===== src/rtl/tmh_pkg.sv =====
// Purpose: constants for the dual 8-bit timer control block
// Assumes: 8-bit data, 16-bit byte addresses
// Notes:   unit 1 alone offers carrier mode
package tmh_pkg;

    // ------------------------------------------------------------
    // register addresses
    // ------------------------------------------------------------
    localparam logic [15:0] ADDR_PORT1_DIR  = 16'hff21;
    localparam logic [15:0] ADDR_MODE0      = 16'hff69;
    localparam logic [15:0] ADDR_MODE1      = 16'hff6c;
    localparam logic [15:0] ADDR_CARRIER    = 16'hff6d;
    localparam logic [15:0] ADDR_PERIOD0    = 16'hff18;
    localparam logic [15:0] ADDR_DUTY0      = 16'hff19;
    localparam logic [15:0] ADDR_PERIOD1    = 16'hff1a;
    localparam logic [15:0] ADDR_DUTY1      = 16'hff1b;

    // ------------------------------------------------------------
    // reset values
    // ------------------------------------------------------------
    localparam logic [7:0]  RST_PORT1_DIR   = 8'hff;
    localparam logic [7:0]  RST_MODE        = 8'h00;
    localparam logic [7:0]  RST_CARRIER     = 8'h00;
    localparam logic [7:0]  RST_COMPARE     = 8'h00;

    // ------------------------------------------------------------
    // mode register fields
    // ------------------------------------------------------------
    localparam int          RUN_BIT         = 7;
    localparam int          CKS_MSB         = 6;
    localparam int          CKS_LSB         = 4;
    localparam int          OPM_MSB         = 3;
    localparam int          OPM_LSB         = 2;
    localparam int          LEVEL_BIT       = 1;
    localparam int          GATE_BIT        = 0;

    // ------------------------------------------------------------
    // carrier control fields
    // ------------------------------------------------------------
    localparam int          REMOTE_BIT      = 2;
    localparam int          BUFFER_BIT      = 1;
    localparam int          STATUS_BIT      = 0;

    // ------------------------------------------------------------
    // port pins of the timer outputs
    // ------------------------------------------------------------
    localparam int          PIN_TIMER0      = 5;
    localparam int          PIN_TIMER1      = 6;

    // ------------------------------------------------------------
    // operation modes and clock codes
    // ------------------------------------------------------------
    localparam logic [1:0]  OPM_INTERVAL    = 2'h0;
    localparam logic [1:0]  OPM_CARRIER     = 2'h1;
    localparam logic [1:0]  OPM_PWM         = 2'h2;
    localparam logic [2:0]  CKS_DIV1        = 3'h0;
    localparam logic [2:0]  CKS_DIV2        = 3'h1;
    localparam logic [2:0]  CKS_DIV4        = 3'h2;
    localparam logic [2:0]  CKS_DIV64       = 3'h3;
    localparam logic [2:0]  CKS_DIV1024     = 3'h4;
    localparam logic [2:0]  CKS_COMPANION   = 3'h5;
    localparam int          PRESCALE_BITS   = 12;

endpackage : tmh_pkg


===== src/rtl/tmh_timer_ctrl.sv =====
// Purpose: control, interval and output logic of two 8-bit timers
// Assumes: one clock, synchronous active-low reset, 8-bit register port
// Notes:   read data is registered, valid one cycle after the address
//
// Summary of operation
// - run bit low stops and zeroes the counter; high counts each selected tick
// - unit 0 clock: prescale by 1,2,4,64,1024 or companion timer output
// - mode 00 interval, 10 pwm, 01 carrier on unit 1 only
// - idle level bit sets output level while output is at default
// - output gate bit blocks or passes the generated waveform
// - interval mode with output gated on gives 50 percent square wave
// - reset clears both mode registers and carrier control
// - remote output low, high, or carrier pulse per status and remote bits
// - carrier status flag shows disabled 0 or enabled 1
// - carrier status flag is read only, set by hardware
// - direction bit 0 drives the pin, 1 releases it; reset all ones
// - interval match with period raises interrupt and clears counter
// - duty compare is ignored in interval mode
// - period match also inverts the timer output
// - stopping returns interrupt and, outside carrier mode, output to default levels
`timescale 1ns/10ps

module tmh_timer_ctrl
    import tmh_pkg::*;
(
    input  wire logic       clk,
    input  wire logic       rst_b,
    input  wire logic [15:0] bus_addr,
    input  wire logic       bus_wr,
    input  wire logic [7:0] bus_wdata,
    output logic      [7:0] bus_rdata,
    input  wire logic       companion_timer,
    input  wire logic       carrier_transfer,
    output logic      [1:0] timer_output_pin,
    output logic      [1:0] timer_output_oe_b,
    output logic      [1:0] match_interrupt,
    output logic      [7:0] port1_direction
);

    // ------------------------------------------------------------
    // storage
    // ------------------------------------------------------------
    logic [7:0]               mode_reg [2];
    logic [7:0]               period_reg [2];
    logic [7:0]               duty_reg [2];
    logic [7:0]               duty_pend_reg [2];
    logic [1:0]               duty_pend_valid_reg;
    logic [7:0]               cnt_reg [2];
    logic [1:0]               flip_reg;
    logic [2:0]               carrier_reg;
    logic [PRESCALE_BITS-1:0] prescale_reg;
    logic [2:0]               comp_sync_reg;
    logic [2:0]               xfer_sync_reg;
    logic [1:0]               tick;
    logic [1:0]               wave;

    // ------------------------------------------------------------
    // helpers
    // ------------------------------------------------------------
    function automatic logic sel_tick(input logic unit, input logic [2:0] code,
                                      input logic [PRESCALE_BITS-1:0] pre, input logic comp_edge);
        logic t;
        t = 1'b0;
        if (!unit)
        begin
            unique case (code)
                CKS_DIV1:      t = 1'b1;
                CKS_DIV2:      t = pre[0];
                CKS_DIV4:      t = &pre[1:0];
                CKS_DIV64:     t = &pre[5:0];
                CKS_DIV1024:   t = &pre[9:0];
                CKS_COMPANION: t = comp_edge;
                default:       t = 1'b0;
            endcase
        end
        else
        begin
            unique case (code)
                3'h0:    t = 1'b1;
                3'h1:    t = &pre[1:0];
                3'h2:    t = &pre[3:0];
                3'h3:    t = &pre[5:0];
                3'h4:    t = &pre[11:0];
                default: t = 1'b0;
            endcase
        end
        return t;
    endfunction : sel_tick

    function automatic logic [7:0] read_mux(input logic [15:0] a);
        logic [7:0] d;
        d = 8'h00;
        unique case (a)
            ADDR_PORT1_DIR: d = port1_direction;
            ADDR_MODE0:     d = mode_reg[0];
            ADDR_MODE1:     d = mode_reg[1];
            ADDR_CARRIER:   d = {5'h00, carrier_reg};
            ADDR_PERIOD0:   d = period_reg[0];
            ADDR_DUTY0:     d = duty_reg[0];
            ADDR_PERIOD1:   d = period_reg[1];
            ADDR_DUTY1:     d = duty_reg[1];
            default:        d = 8'h00;
        endcase
        return d;
    endfunction : read_mux

    // ------------------------------------------------------------
    // prescaler and input synchronisers
    // ------------------------------------------------------------
    always_ff @(posedge clk)
    begin
        if (!rst_b)
            prescale_reg <= '0;
        else
            prescale_reg <= prescale_reg + 1'b1;
    end

    always_ff @(posedge clk)
    begin
        if (!rst_b)
        begin
            comp_sync_reg <= 3'h0;
            xfer_sync_reg <= 3'h0;
        end
        else
        begin
            comp_sync_reg <= {comp_sync_reg[1:0], companion_timer};
            xfer_sync_reg <= {xfer_sync_reg[1:0], carrier_transfer};
        end
    end

    // ------------------------------------------------------------
    // shared registers
    // ------------------------------------------------------------
    always_ff @(posedge clk)
    begin
        if (!rst_b)
            port1_direction <= RST_PORT1_DIR;
        else if (bus_wr && bus_addr == ADDR_PORT1_DIR)
            port1_direction <= bus_wdata;
    end

    always_ff @(posedge clk)
    begin
        if (!rst_b)
            carrier_reg <= RST_CARRIER[2:0];
        else
        begin
            if (bus_wr && bus_addr == ADDR_CARRIER)
            begin
                carrier_reg[REMOTE_BIT] <= bus_wdata[REMOTE_BIT];
                carrier_reg[BUFFER_BIT] <= bus_wdata[BUFFER_BIT];
            end
            // status follows the buffered level on each transfer event
            if (xfer_sync_reg[1] && !xfer_sync_reg[2])
                carrier_reg[STATUS_BIT] <= carrier_reg[BUFFER_BIT];
        end
    end

    always_ff @(posedge clk)
    begin
        if (!rst_b)
            bus_rdata <= 8'h00;
        else
            bus_rdata <= read_mux(bus_addr);
    end

    // ------------------------------------------------------------
    // timer units
    // ------------------------------------------------------------
    genvar u;
    generate
        for (u = 0; u < 2; u++)
        begin : g_unit
            localparam logic [15:0] A_MODE   = u ? ADDR_MODE1 : ADDR_MODE0;
            localparam logic [15:0] A_PERIOD = u ? ADDR_PERIOD1 : ADDR_PERIOD0;
            localparam logic [15:0] A_DUTY   = u ? ADDR_DUTY1 : ADDR_DUTY0;
            localparam int          PIN      = u ? PIN_TIMER1 : PIN_TIMER0;
            logic       run;
            logic [1:0] opm;
            logic       is_pwm;
            logic       is_carrier;
            logic       hit_period;
            logic       hit_duty;

            assign run        = mode_reg[u][RUN_BIT];
            assign opm        = mode_reg[u][OPM_MSB:OPM_LSB];
            assign is_pwm     = (opm == OPM_PWM);
            assign is_carrier = (u == 1) && (opm == OPM_CARRIER);
            assign tick[u]    = sel_tick(u == 1, mode_reg[u][CKS_MSB:CKS_LSB], prescale_reg,
                                         comp_sync_reg[1] & ~comp_sync_reg[2]);
            assign hit_period = (cnt_reg[u] == period_reg[u]);
            assign hit_duty   = (cnt_reg[u] == duty_reg[u]) && (is_pwm || is_carrier);

            always_ff @(posedge clk)
            begin
                if (!rst_b)
                begin
                    mode_reg[u]   <= RST_MODE;
                    period_reg[u] <= RST_COMPARE;
                end
                else
                begin
                    if (bus_wr && bus_addr == A_MODE)
                        mode_reg[u] <= bus_wdata;
                    if (bus_wr && bus_addr == A_PERIOD)
                        period_reg[u] <= bus_wdata;
                end
            end

            // duty writes while running wait for a match of the old value
            always_ff @(posedge clk)
            begin
                if (!rst_b)
                begin
                    duty_reg[u]            <= RST_COMPARE;
                    duty_pend_reg[u]       <= RST_COMPARE;
                    duty_pend_valid_reg[u] <= 1'b0;
                end
                else if (bus_wr && bus_addr == A_DUTY)
                begin
                    duty_pend_reg[u]       <= bus_wdata;
                    duty_pend_valid_reg[u] <= run;
                    if (!run)
                        duty_reg[u] <= bus_wdata;
                end
                else if (duty_pend_valid_reg[u] && run && tick[u] && hit_duty)
                begin
                    duty_reg[u]            <= duty_pend_reg[u];
                    duty_pend_valid_reg[u] <= 1'b0;
                end
            end

            always_ff @(posedge clk)
            begin
                if (!rst_b || !run)
                begin
                    cnt_reg[u]         <= 8'h00;
                    flip_reg[u]        <= 1'b0;
                    match_interrupt[u] <= 1'b0;
                end
                else if (tick[u])
                begin
                    match_interrupt[u] <= 1'b0;
                    cnt_reg[u]         <= cnt_reg[u] + 8'h01;
                    if (is_carrier)
                    begin
                        // low phase ends on period, high phase on duty
                        if (flip_reg[u] ? hit_duty : hit_period)
                        begin
                            cnt_reg[u]         <= 8'h00;
                            flip_reg[u]        <= ~flip_reg[u];
                            match_interrupt[u] <= 1'b1;
                        end
                    end
                    else if (hit_period)
                    begin
                        cnt_reg[u]         <= 8'h00;
                        flip_reg[u]        <= ~flip_reg[u];
                        match_interrupt[u] <= 1'b1;
                    end
                    else if (hit_duty)
                        flip_reg[u] <= ~flip_reg[u];
                end
                else
                    match_interrupt[u] <= 1'b0;
            end

            assign wave[u] = mode_reg[u][LEVEL_BIT] ^ flip_reg[u];

            always_ff @(posedge clk)
            begin
                if (!rst_b)
                begin
                    timer_output_pin[u]  <= 1'b0;
                    timer_output_oe_b[u] <= 1'b1;
                end
                else
                begin
                    timer_output_oe_b[u] <= port1_direction[PIN];
                    if (!mode_reg[u][GATE_BIT])
                        timer_output_pin[u] <= mode_reg[u][LEVEL_BIT];
                    else if (is_carrier)
                        timer_output_pin[u] <= carrier_reg[STATUS_BIT] &
                                               (~carrier_reg[REMOTE_BIT] | wave[u]);
                    else
                        timer_output_pin[u] <= wave[u];
                end
            end
        end
    endgenerate

endmodule : tmh_timer_ctrl


===== config.mk =====
export PLATFORM = sky130hd
export DESIGN_NAME = tmh_timer_ctrl
export DESIGN_NICKNAME = d
export VERILOG_FILES = /design/src/rtl/tmh_pkg.sv /design/src/rtl/tmh_timer_ctrl.sv
export SDC_FILE = /design/constraint.sdc
export NUM_CORES = 1
export LEC_CHECK = 0
export ABC_AREA = 1
export BUFFER_PORTS_ARGS = -buffer_cell sky130_fd_sc_hd__buf_2
export CORE_MARGIN = 2
export CORE_UTILIZATION = 49
export DETAILED_ROUTE_END_ITERATION = 6
export PLACE_DENSITY = 0.75
export SYNTH_ARGS = -nofsm -noshare
export SYNTH_HDL_FRONTEND = slang
export SYNTH_SLANG_ARGS = --single-unit

===== constraint.sdc =====
create_clock -name clk -period 5.25 [get_ports clk]
set_input_delay 1.3125 -clock clk [delete_from_list [all_inputs] [get_ports clk]]
set_output_delay 1.3125 -clock clk [all_outputs]
set_load 0.1 [all_outputs]

==> impl_metrics.ini, run 1 <==
[run_status]
outcome = complete, no violations

[setup_path]
crit_cells = 7
setup.worst_path.end_class = flop
start_kind = input pin
crit_chain = buf_2, nand4_1, nor2_1, nand2_1, inv_1, nand3_1, o21ai_0
critPathTopFamily = simple AND/OR/NAND/NOR gates
worst_ep_arrival_time_ns = 3.48
path_class = in2reg
r2r_cells = 11
critPathBufInv = 2
cp_max_fo = 11
max_stage_delay_ns = 0.90
cp.required_ns = 5.29
crit_slowest_cell = o21ai_0

[clock_network]
cts-resized-gates = 0
cts_setup_buffers = 0
clockBufferDepth = 2
cts_sinks = 127
htree_levels = 4
clk_latency_ns = 0.42
hold_buffers = 0
cts_tree = built
path_clk_slew_ns = 0.06
clockRootBuffer = clkbuf_16
cts_buffers = 17

[sta]
finalHoldViolCount = 0
finalCriticalPeriod_ns = 3.43
timing.slew.headroom_pct = 24.1
worst_slew_pin_slew_ns = 1.13
fin_ws_ns = 1.82
timing.hold.ws_ns = 0.409
final_max_slew_viol_count = 0
fin_tns_setup_ns = 0
max_freq_ghz = 0.291
fin_skew_ns = 0.00962
finalCritPeriodShare_pct = 65.4
finalSetupViolCount = 0
rsz0062_at_grt = no

[placement]
portBuffers = 50
preCtsSetupSlack_ns = 1.42
hpwlAfterDp_um = 11300
placed_cells = 970
place_area_um2 = 6850
gp_congestion = 0.905

[route]
drc = 0
routed_via_density = 5.30
wl_per_cell_um = 15.8
antenna_left = 0
routed_wl_um = 15900
vias = 5315
drt_iter0_markers = 580
firstDrtPassIters = 6

[cells_and_area]
final_cell_mix = nand2_1 (159), nor2_1 (113), inv_1 (101), edfxtp_1 (80), nand3_1 (51)
final_area_um2 = 7510
layout.nets = 846
final_cells = 1002
antenna_cells = 0
drive_gt1_share_pct = 16.3
areaGrowthSynthToFinish_pct = 15.9
mostFrequentLayoutCell = nand2_1

[power]
power.leakage_nw = 3.22
p_int_w = 0.00196
clock_power_share_pct = 50.1
vdd_drop_max_v = 0.000169
switching_share_pct = 22.9
power.switching_w = 0.000584
p_comb_share_pct = 5.6
power_density_nw_per_um2 = 339
p_seq_share_pct = 44.3

[die]
die_x_um = 119
core_um2 = 13100
io_pins = 51
fp.dieH_um = 119
start_util_pct = 49.5
rows = 42
dieArea_um2 = 14200

[synth]
synth_cell_types = 40
syn_avg_cell_area_um2 = 8.55
synth_top_cells_by_area = edfxtp_1 (37%), dfxtp_1 (15%), nand2_1 (9.2%), nor2_1 (6.5%), inv_1 (5.9%)
yosysWarnings = 0
synthCells = 758
synth.largest_area_cell = edfxtp_1
syn_area_um2 = 6480
synth_seq_cells = 127
synth_ff_type = edfxtp_1
synth-edff-count = 80
syn-num-nets = 791
synth_top_area_share_pct = 37.1
async_flop_share_pct = 0
synth-seq-area-share_pct = 51.6

[global_route]
grt_max_degree = 42
grt_use_total_pct = 23.4
grt_pass1_vias = 4908
grt_overflow_total = 0
grt_pass1_wl_um = 25500
antenna_found_initial = 0

[worst_hold_path]
min_path_type = reg2reg
hold_path_depth = 2

[job]
max_cap_violations = 0
cell families after synthesis:
logic type	after synthesis	share of synthesized area [%]
buffers and inverters	123	7.98
AO/OA/AOI/OAI	80	7.40
flip-flops	127	51.6
adder cells (fa/ha/maj)	4	0.773
XOR/XNOR	29	3.92
AND/OR/NAND/NOR	395	28.3
metal layers:
layer | track usage [%] | up-vias | routed length [um]
met3 | 5.22 | 53 | 1430
met1 | 31.2 | 2378 | 6790
met2 | 36.6 | 291 | 7080
met5 | 0 | - | 0
li1 | - | 2593 | -
met4 | 10.5 | 0 | 558
stage by stage:
| stage | total power, W | util [%] |
|---|---|---|
| after detailed placement | 0.00129 | 52.4 |
| final | 0.00255 | 57.4 |
| after global placement | 0.00128 | 52.4 |
| after floorplan | 0.00123 | - |
| after global routing | 0.00262 | 57.4 |
| after CTS | 0.00255 | 57.4 |
worst min-delay path, stage by stage, from the launching register on:
cell and delay, ns:
dfxtp_1 0.30, nand2_1 0.05, inv_1 0.04
cells in the mapped netlist, drive strengths merged, types with 5 or more instances:
cell,n
edfxtp,80
inv,107
buf,11
nor3,15
o21ai,42
dfxtp,47
nand2,163
xor2,13
nand4,25
xnor2,16
o22ai,5
a21oi,28
nor2,127
or2,6
nand3,56
final timing paths:
kind                                                endpoint                         from  slack [ns]
worst max-delay path            mode_reg[1][7]$_SDFFCE_PN0P_                 bus_addr[14]        1.82
worst min-delay path             comp_sync_reg[1]$_SDFF_PN0_  comp_sync_reg[0]$_SDFF_PN0_        0.41
worst max register to register  duty_reg[1][3]$_SDFFCE_PN0P_   prescale_reg[0]$_SDFF_PN0_        2.69
worst min register to register   comp_sync_reg[1]$_SDFF_PN0_  comp_sync_reg[0]$_SDFF_PN0_        0.41
power by group through the flow:
stage	logic, W	clock network, W	registers (W)
floorplan	0.0000940	0	0.00114
global placement	0.000138	0	0.00115
detailed placement	0.000140	0	0.00115
CTS	0.000141	0.00128	0.00113
global route	0.000158	0.00133	0.00113
finish	0.000143	0.00128	0.00113
layout make-up:
cell class                      instances  area, um2
Sequential cell                       127       3340
Inverter                              108        412
Tap cell                              176        220
Timing Repair Buffer                   51        258
Clock inverter                          9        113
Multi-Input combinational cell        508       2620
Fill cell                            1123       5580
Clock buffer                           23        542
Note: power is estimated with default switching activity, not from simulation.
==> inputs of run 2 (changes only) <==
--- a/config.mk
+++ b/config.mk
@@ -5,12 +5,12 @@
 export SDC_FILE = /design/constraint.sdc
 export NUM_CORES = 1
 export LEC_CHECK = 0
-export ABC_AREA = 1
+export ABC_AREA = 0
 export BUFFER_PORTS_ARGS = -buffer_cell sky130_fd_sc_hd__buf_2
 export CORE_MARGIN = 2
 export CORE_UTILIZATION = 49
 export DETAILED_ROUTE_END_ITERATION = 6
-export PLACE_DENSITY = 0.75
+export PLACE_DENSITY = 0.78
 export SYNTH_ARGS = -nofsm -noshare
 export SYNTH_HDL_FRONTEND = slang
 export SYNTH_SLANG_ARGS = --single-unit
==> constraint.sdc (replaced) <==
create_clock -name clk -period 3 [get_ports clk]
set_input_delay 0.75 -clock clk [delete_from_list [all_inputs] [get_ports clk]]
set_output_delay 0.75 -clock clk [all_outputs]
set_load 0.1 [all_outputs]
==> run 2 against run 1 <==
First-iteration DRC count decreased by 33%. Power increased by 61%. Hold slack improved by 0.027 ns. Core utilization increased by 2.2 points. Wire length decreased by 9.5%. Critical endpoint is now duty_reg[0][3]$_DFFE_PP_. Synthesized cell count decreased by 32%. Count of clock-buffer cells in the layout increased by 3. Critical path depth decreased by 2.
==> impl_metrics.ini, run 2 <==
[run_status]
outcome = complete, no violations

[setup_path]
path_class = reg2reg
setup.worst_path.end_class = flop
cp_max_fo = 9
r2r_setup_slack_ns = 0.31
cp.required_ns = 3.08
r2r_cells = 5
worst_ep_arrival_time_ns = 2.77
start_kind = flop

[synth]
synth_common_cells = edfxtp_1 (80), and2_1 (68), dfxtp_1 (47)
synth-edff-count = 80
synth_cell_types = 58
synth_xor_xnor_area_share_pct = 7.83
synthAdderAreaFrac_pct = 0.813
syn_area_um2 = 6150
muxShareOfSynthArea_pct = 5.27
yosysWarnings = 0
synth_top_cells_by_area = edfxtp_1 (39%), dfxtp_1 (15%), and2_1 (6.9%), xor2_1 (6.3%), mux4_2 (2.9%)
synth-compound-area-share_pct = 7.52
synthMostInstantiatedCell = edfxtp_1
syn-num-nets = 551
syn_avg_cell_area_um2 = 11.9
synthCells = 518
synth-simple-area-share_pct = 22.4
synth_top_family_by_area = simple AND/OR/NAND/NOR gates
synth_top_area_share_pct = 39.0
synth-seq-area-share_pct = 54.3
synth_seq_cells = 127
synth.largest_area_cell = edfxtp_1
synth_ff_type = edfxtp_1
async_flop_share_pct = 0

[route]
antenna_left = 0
firstDrtPassIters = 7
drt_iter0_markers = 390
routed_via_density = 5.74
drc = 0
vias = 4396
wl_per_cell_um = 18.7
routed_wl_um = 14400

[cells_and_area]
final_cell_mix = edfxtp_1 (80), and2_1 (68), buf_2 (50), dfxtp_1 (47), xor2_1 (44)
fillCellCount = 940
post-route-util_pct = 59.5
drive_gt1_share_pct = 19.6
layout.nets = 617
mostFrequentLayoutCell = edfxtp_1
areaGrowthSynthToFinish_pct = 17.2

[power]
vdd_drop_max_v = 0.000374
power_density_nw_per_um2 = 568
power.leakage_nw = 2.83

[die]
core_um2 = 12100
rows = 40
dieArea_um2 = 13500
start_util_pct = 50.8
fp.dieH_um = 116
io_pins = 51
die_x_um = 116

[sta]
fin_tns_setup_ns = 0
worst_slew_pin_slew_ns = 0.822
finalHoldViolCount = 0
final_max_slew_viol_count = 0
fin_skew_ns = 0.00874
timing.hold.ws_ns = 0.437
finalCritPeriodShare_pct = 89.6
max_freq_ghz = 0.372
rsz0062_at_grt = no
finalCriticalPeriod_ns = 2.69
finalSetupViolCount = 0
timing.slew.headroom_pct = 44.6

[global_route]
grt_use_total_pct = 22.7
grt_max_degree = 33
antenna_found_initial = 1
grt_overflow_total = 0
grt_pass1_vias = 4149
grt_pass1_wl_um = 22100

[clock_network]
hold_buffers = 0
clockBufferDepth = 2
cts_setup_buffers = 0
path_clk_slew_ns = 0.05
cts-resized-gates = 0
clk_latency_ns = 0.42
cts_tree = built
cts_buffers = 17
cts_sinks = 127
htree_levels = 4
clockRootBuffer = clkbuf_16

[placement]
hpwlAfterDp_um = 10600
gp_congestion = 0.943
portBuffers = 50

[worst_hold_path]
min_path_type = reg2reg
hold_path_depth = 1

[job]
max_cap_violations = 0
## run 2: cell families after synthesis
kind of cell    count (synthesis)
xor+xnor                       55
simple gates                  227
buf+inv                        27
fa+ha+maj                       4
mux                            22
compound gates                 56
flops                         127
## run 2: metal layers
metal | vias up | track usage (%) | wire length, um
met5 | - | 0 | 0
met2 | 205 | 37.5 | 6870
li1 | 2042 | - | -
met1 | 2102 | 27.8 | 5880
met3 | 47 | 6.38 | 1100
met4 | 0 | 9.92 | 503
## run 2: worst max-delay path, cell delays in order, from the launching register on
cell      delay (ns)
edfxtp_1        0.50
xor2_1          0.20
nor4_1          0.29
nand3_1         0.24
nor4_2          0.73
nand3b_1        0.40
## run 2: path summary, 6_finish.rpt
kind	endpoint	startpoint
setup reg to reg	duty_reg[0][3]$_DFFE_PP_	cnt_reg[0][5]$_SDFFCE_PP0P_
hold reg to reg	comp_sync_reg[1]$_SDFF_PN0_	comp_sync_reg[0]$_SDFF_PN0_
setup / recovery	duty_reg[0][3]$_DFFE_PP_	cnt_reg[0][5]$_SDFFCE_PP0P_
hold / removal	comp_sync_reg[1]$_SDFF_PN0_	comp_sync_reg[0]$_SDFF_PN0_
## run 2: final cells by class
class	instances	area, um2	share of cell area [%]
flip-flops and latches	127	3340	46.4
diodes	1	2.50	0.0347
clock inverters	6	27.5	0.382
clock buffers	26	522	7.24
repair buffers	68	385	5.34
well taps	168	210	2.92
multi-input cells	364	2700	37.4
inverters	6	22.5	0.312
## run 2: through the flow
step | instance area, um2 | std cells | power, W | worst slack [ns]
4_1_cts | 7210 | 765 | 0.00411 | 0.324
2_1_floorplan | 6150 | 518 | 0.00214 | 0.128
3_3_place_gp | 6660 | 733 | 0.00223 | 0.270
3_5_place_dp | 6660 | 733 | 0.00224 | 0.118
6_report | 7210 | 766 | 0.00410 | 0.312
5_1_grt | 7210 | 766 | 0.00423 | 0.0995
## run 2: power by group
part	total, W	internal [W]	switching (W)
clock network	0.00188	0.00119	0.000698
logic	0.000234	0.0000904	0.000143
registers	0.00198	0.00192	0.0000643
==> inputs of run 3 (changes only) <==
--- a/config.mk
+++ b/config.mk
@@ -11,6 +11,7 @@
 export CORE_UTILIZATION = 49
 export DETAILED_ROUTE_END_ITERATION = 6
 export PLACE_DENSITY = 0.78
+export REMOVE_ABC_BUFFERS = 1
 export SYNTH_ARGS = -nofsm -noshare
 export SYNTH_HDL_FRONTEND = slang
 export SYNTH_SLANG_ARGS = --single-unit
==> run 3 against run 2 <==
Wire length about the same. Critical path depth unchanged. Non-clock buffer count down 3. Flip-flop and latch count unchanged. Sequential power about the same. Cell area about the same.
==> impl_metrics.ini, run 3 (same netlist as run 2, synthesis figures left out) <==
[power]
power.switching_w = 0.000953
power.leakage_nw = 2.83
power_density_nw_per_um2 = 581
switching_share_pct = 22.8
clock_power_share_pct = 47.2
vdd_drop_max_v = 0.000459
p_total_w = 0.00418
p_seq_share_pct = 47.3
p_comb_share_pct = 5.6
p_int_w = 0.00323

[run_status]
outcome = complete, no violations

[clock_network]
hold_buffers = 0
htree_levels = 4
cts_buffers = 17
path_clk_slew_ns = 0.05
cts_sinks = 127
clk_latency_ns = 0.42
clockRootBuffer = clkbuf_16
clockBufferDepth = 2
cts-resized-gates = 0
cts_tree = built
cts_setup_buffers = 0

[setup_path]
setup.worst_path.end_class = flop
max_stage_delay_ns = 0.65
critPathTopFamily = simple AND/OR/NAND/NOR gates
crit_slowest_cell = nor4_2
cp.required_ns = 3.08
cp_max_fo = 9
r2r_end = duty_reg[0][6]$_DFFE_PP_
r2r_cells = 5
critPathBufInv = 0
start_kind = flop
r2r_setup_slack_ns = 0.37
worst_ep_arrival_time_ns = 2.70
crit_chain = xor2_1, nor4_1, nand3_1, nor4_2, nand3b_1
regToRegStartpoint = cnt_reg[0][5]$_SDFFCE_PP0P_
path_class = reg2reg

[die]
start_util_pct = 50.8
rows = 40
io_pins = 51
die_x_um = 116
fp.dieH_um = 116
dieArea_um2 = 13500
core_um2 = 12100

[route]
routed_wl_um = 14400
routed_via_density = 5.80
drt_iter0_markers = 507
wl_per_cell_um = 18.8
antenna_left = 0
vias = 4418
firstDrtPassIters = 6
drc = 0

[sta]
fin_skew_ns = 0.0112
fin_tns_setup_ns = 0
timing.slew.headroom_pct = 45.3
finalHoldViolCount = 0
finalCritPeriodShare_pct = 87.5
final_max_slew_viol_count = 0
worst_slew_pin_slew_ns = 0.812
finalCriticalPeriod_ns = 2.63
rsz0062_at_grt = no
max_freq_ghz = 0.381
finalSetupViolCount = 0
fin_ws_ns = 0.374

[placement]
preCtsSetupSlack_ns = 0.203
place_area_um2 = 6640
hpwlAfterDp_um = 10300
gp_congestion = 0.901
placed_cells = 730
portBuffers = 50

[global_route]
grt_max_degree = 29
grt_overflow_total = 0
grt_pass1_vias = 4301
grt_pass1_wl_um = 22800
antenna_found_initial = 0
grt_use_total_pct = 23.1

[cells_and_area]
final_cell_mix = edfxtp_1 (80), and2_1 (68), buf_2 (50), dfxtp_1 (47), xor2_1 (44)
mostFrequentLayoutCell = edfxtp_1
drive_gt1_share_pct = 20.2
final_cells = 762
antenna_cells = 0
areaGrowthSynthToFinish_pct = 17.1
final_area_um2 = 7210
layout.nets = 614

[worst_hold_path]
worstHoldEndpoint = xfer_sync_reg[1]$_SDFF_PN0_
min_path_type = reg2reg
hold_path_depth = 1
min_from = xfer_sync_reg[0]$_SDFF_PN0_

[job]
max_cap_violations = 0
-- run 3: cell count changes in the layout (fill, tap and decap cells not counted) --
cell	before	now
inv_4	1	2
bufinv_16	0	1
clkinv_1	3	0
clkinv_4	0	1
clkinvlp_4	0	1
diode_2	1	0
clkbuf_1	5	2
buf_4	18	15
clkinv_2	2	5
clkbuf_16	19	18
-- run 3: stage by stage --
stage | hold WS [ns] | util, %
2_1_floorplan | 0.412 | -
3_3_place_gp | 0.421 | 54.8
6_report | 0.441 | 59.5
4_1_cts | 0.442 | 59.5
3_5_place_dp | 0.426 | 54.8
5_1_grt | 0.463 | 59.5
-- run 3: area by class of cell --
class / instances / area (um2)
fillers: 983 / 4910
inverters: 6 / 22.5
repair buffers: 65 / 363
well taps: 168 / 210
clock inverters: 10 / 83.8
multi-input cells: 364 / 2700
clock buffers: 22 / 485
flip-flops and latches: 127 / 3340
-- run 3: power groups by stage --
stage | logic (W) | clock network [W] | registers [W]
floorplan | 0.000119 | 0 | 0.00200
global route | 0.000251 | 0.00207 | 0.00198
global placement | 0.000222 | 0 | 0.00201
finish | 0.000233 | 0.00197 | 0.00198
CTS | 0.000232 | 0.00198 | 0.00198
detailed placement | 0.000230 | 0 | 0.00201
-- run 3: worst max path at each step --
| stage | startpoint | endpoint | slack, ns | depth (start not counted) |
|---|---|---|---|---|
| 5_1_grt | cnt_reg[0][5]$_SDFFCE_PP0P_ | duty_reg[0][6]$_DFFE_PP_ | 0.20 | 5 |
| 4_1_cts | cnt_reg[0][5]$_SDFFCE_PP0P_ | duty_reg[0][6]$_DFFE_PP_ | 0.37 | 5 |
| 2_1_floorplan | bus_addr[2] | duty_reg[1][0]$_SDFFCE_PN0P_ | 0.29 | 3 |
| 3_3_place_gp | bus_addr[2] | duty_reg[1][3]$_SDFFCE_PN0P_ | 0.29 | 4 |
| 3_5_place_dp | bus_addr[2] | duty_reg[1][7]$_SDFFCE_PN0P_ | 0.20 | 4 |
| 6_report | cnt_reg[0][5]$_SDFFCE_PP0P_ | duty_reg[0][6]$_DFFE_PP_ | 0.37 | 5 |
-- run 3: layer usage --
layer	GRT usage [%]	vias to the layer above	routed length, um
li1	-	2033	-
met1	30.1	2124	6130
met2	37.5	222	6910
met3	5.07	39	923
met4	10.2	0	401
met5	0	-	0
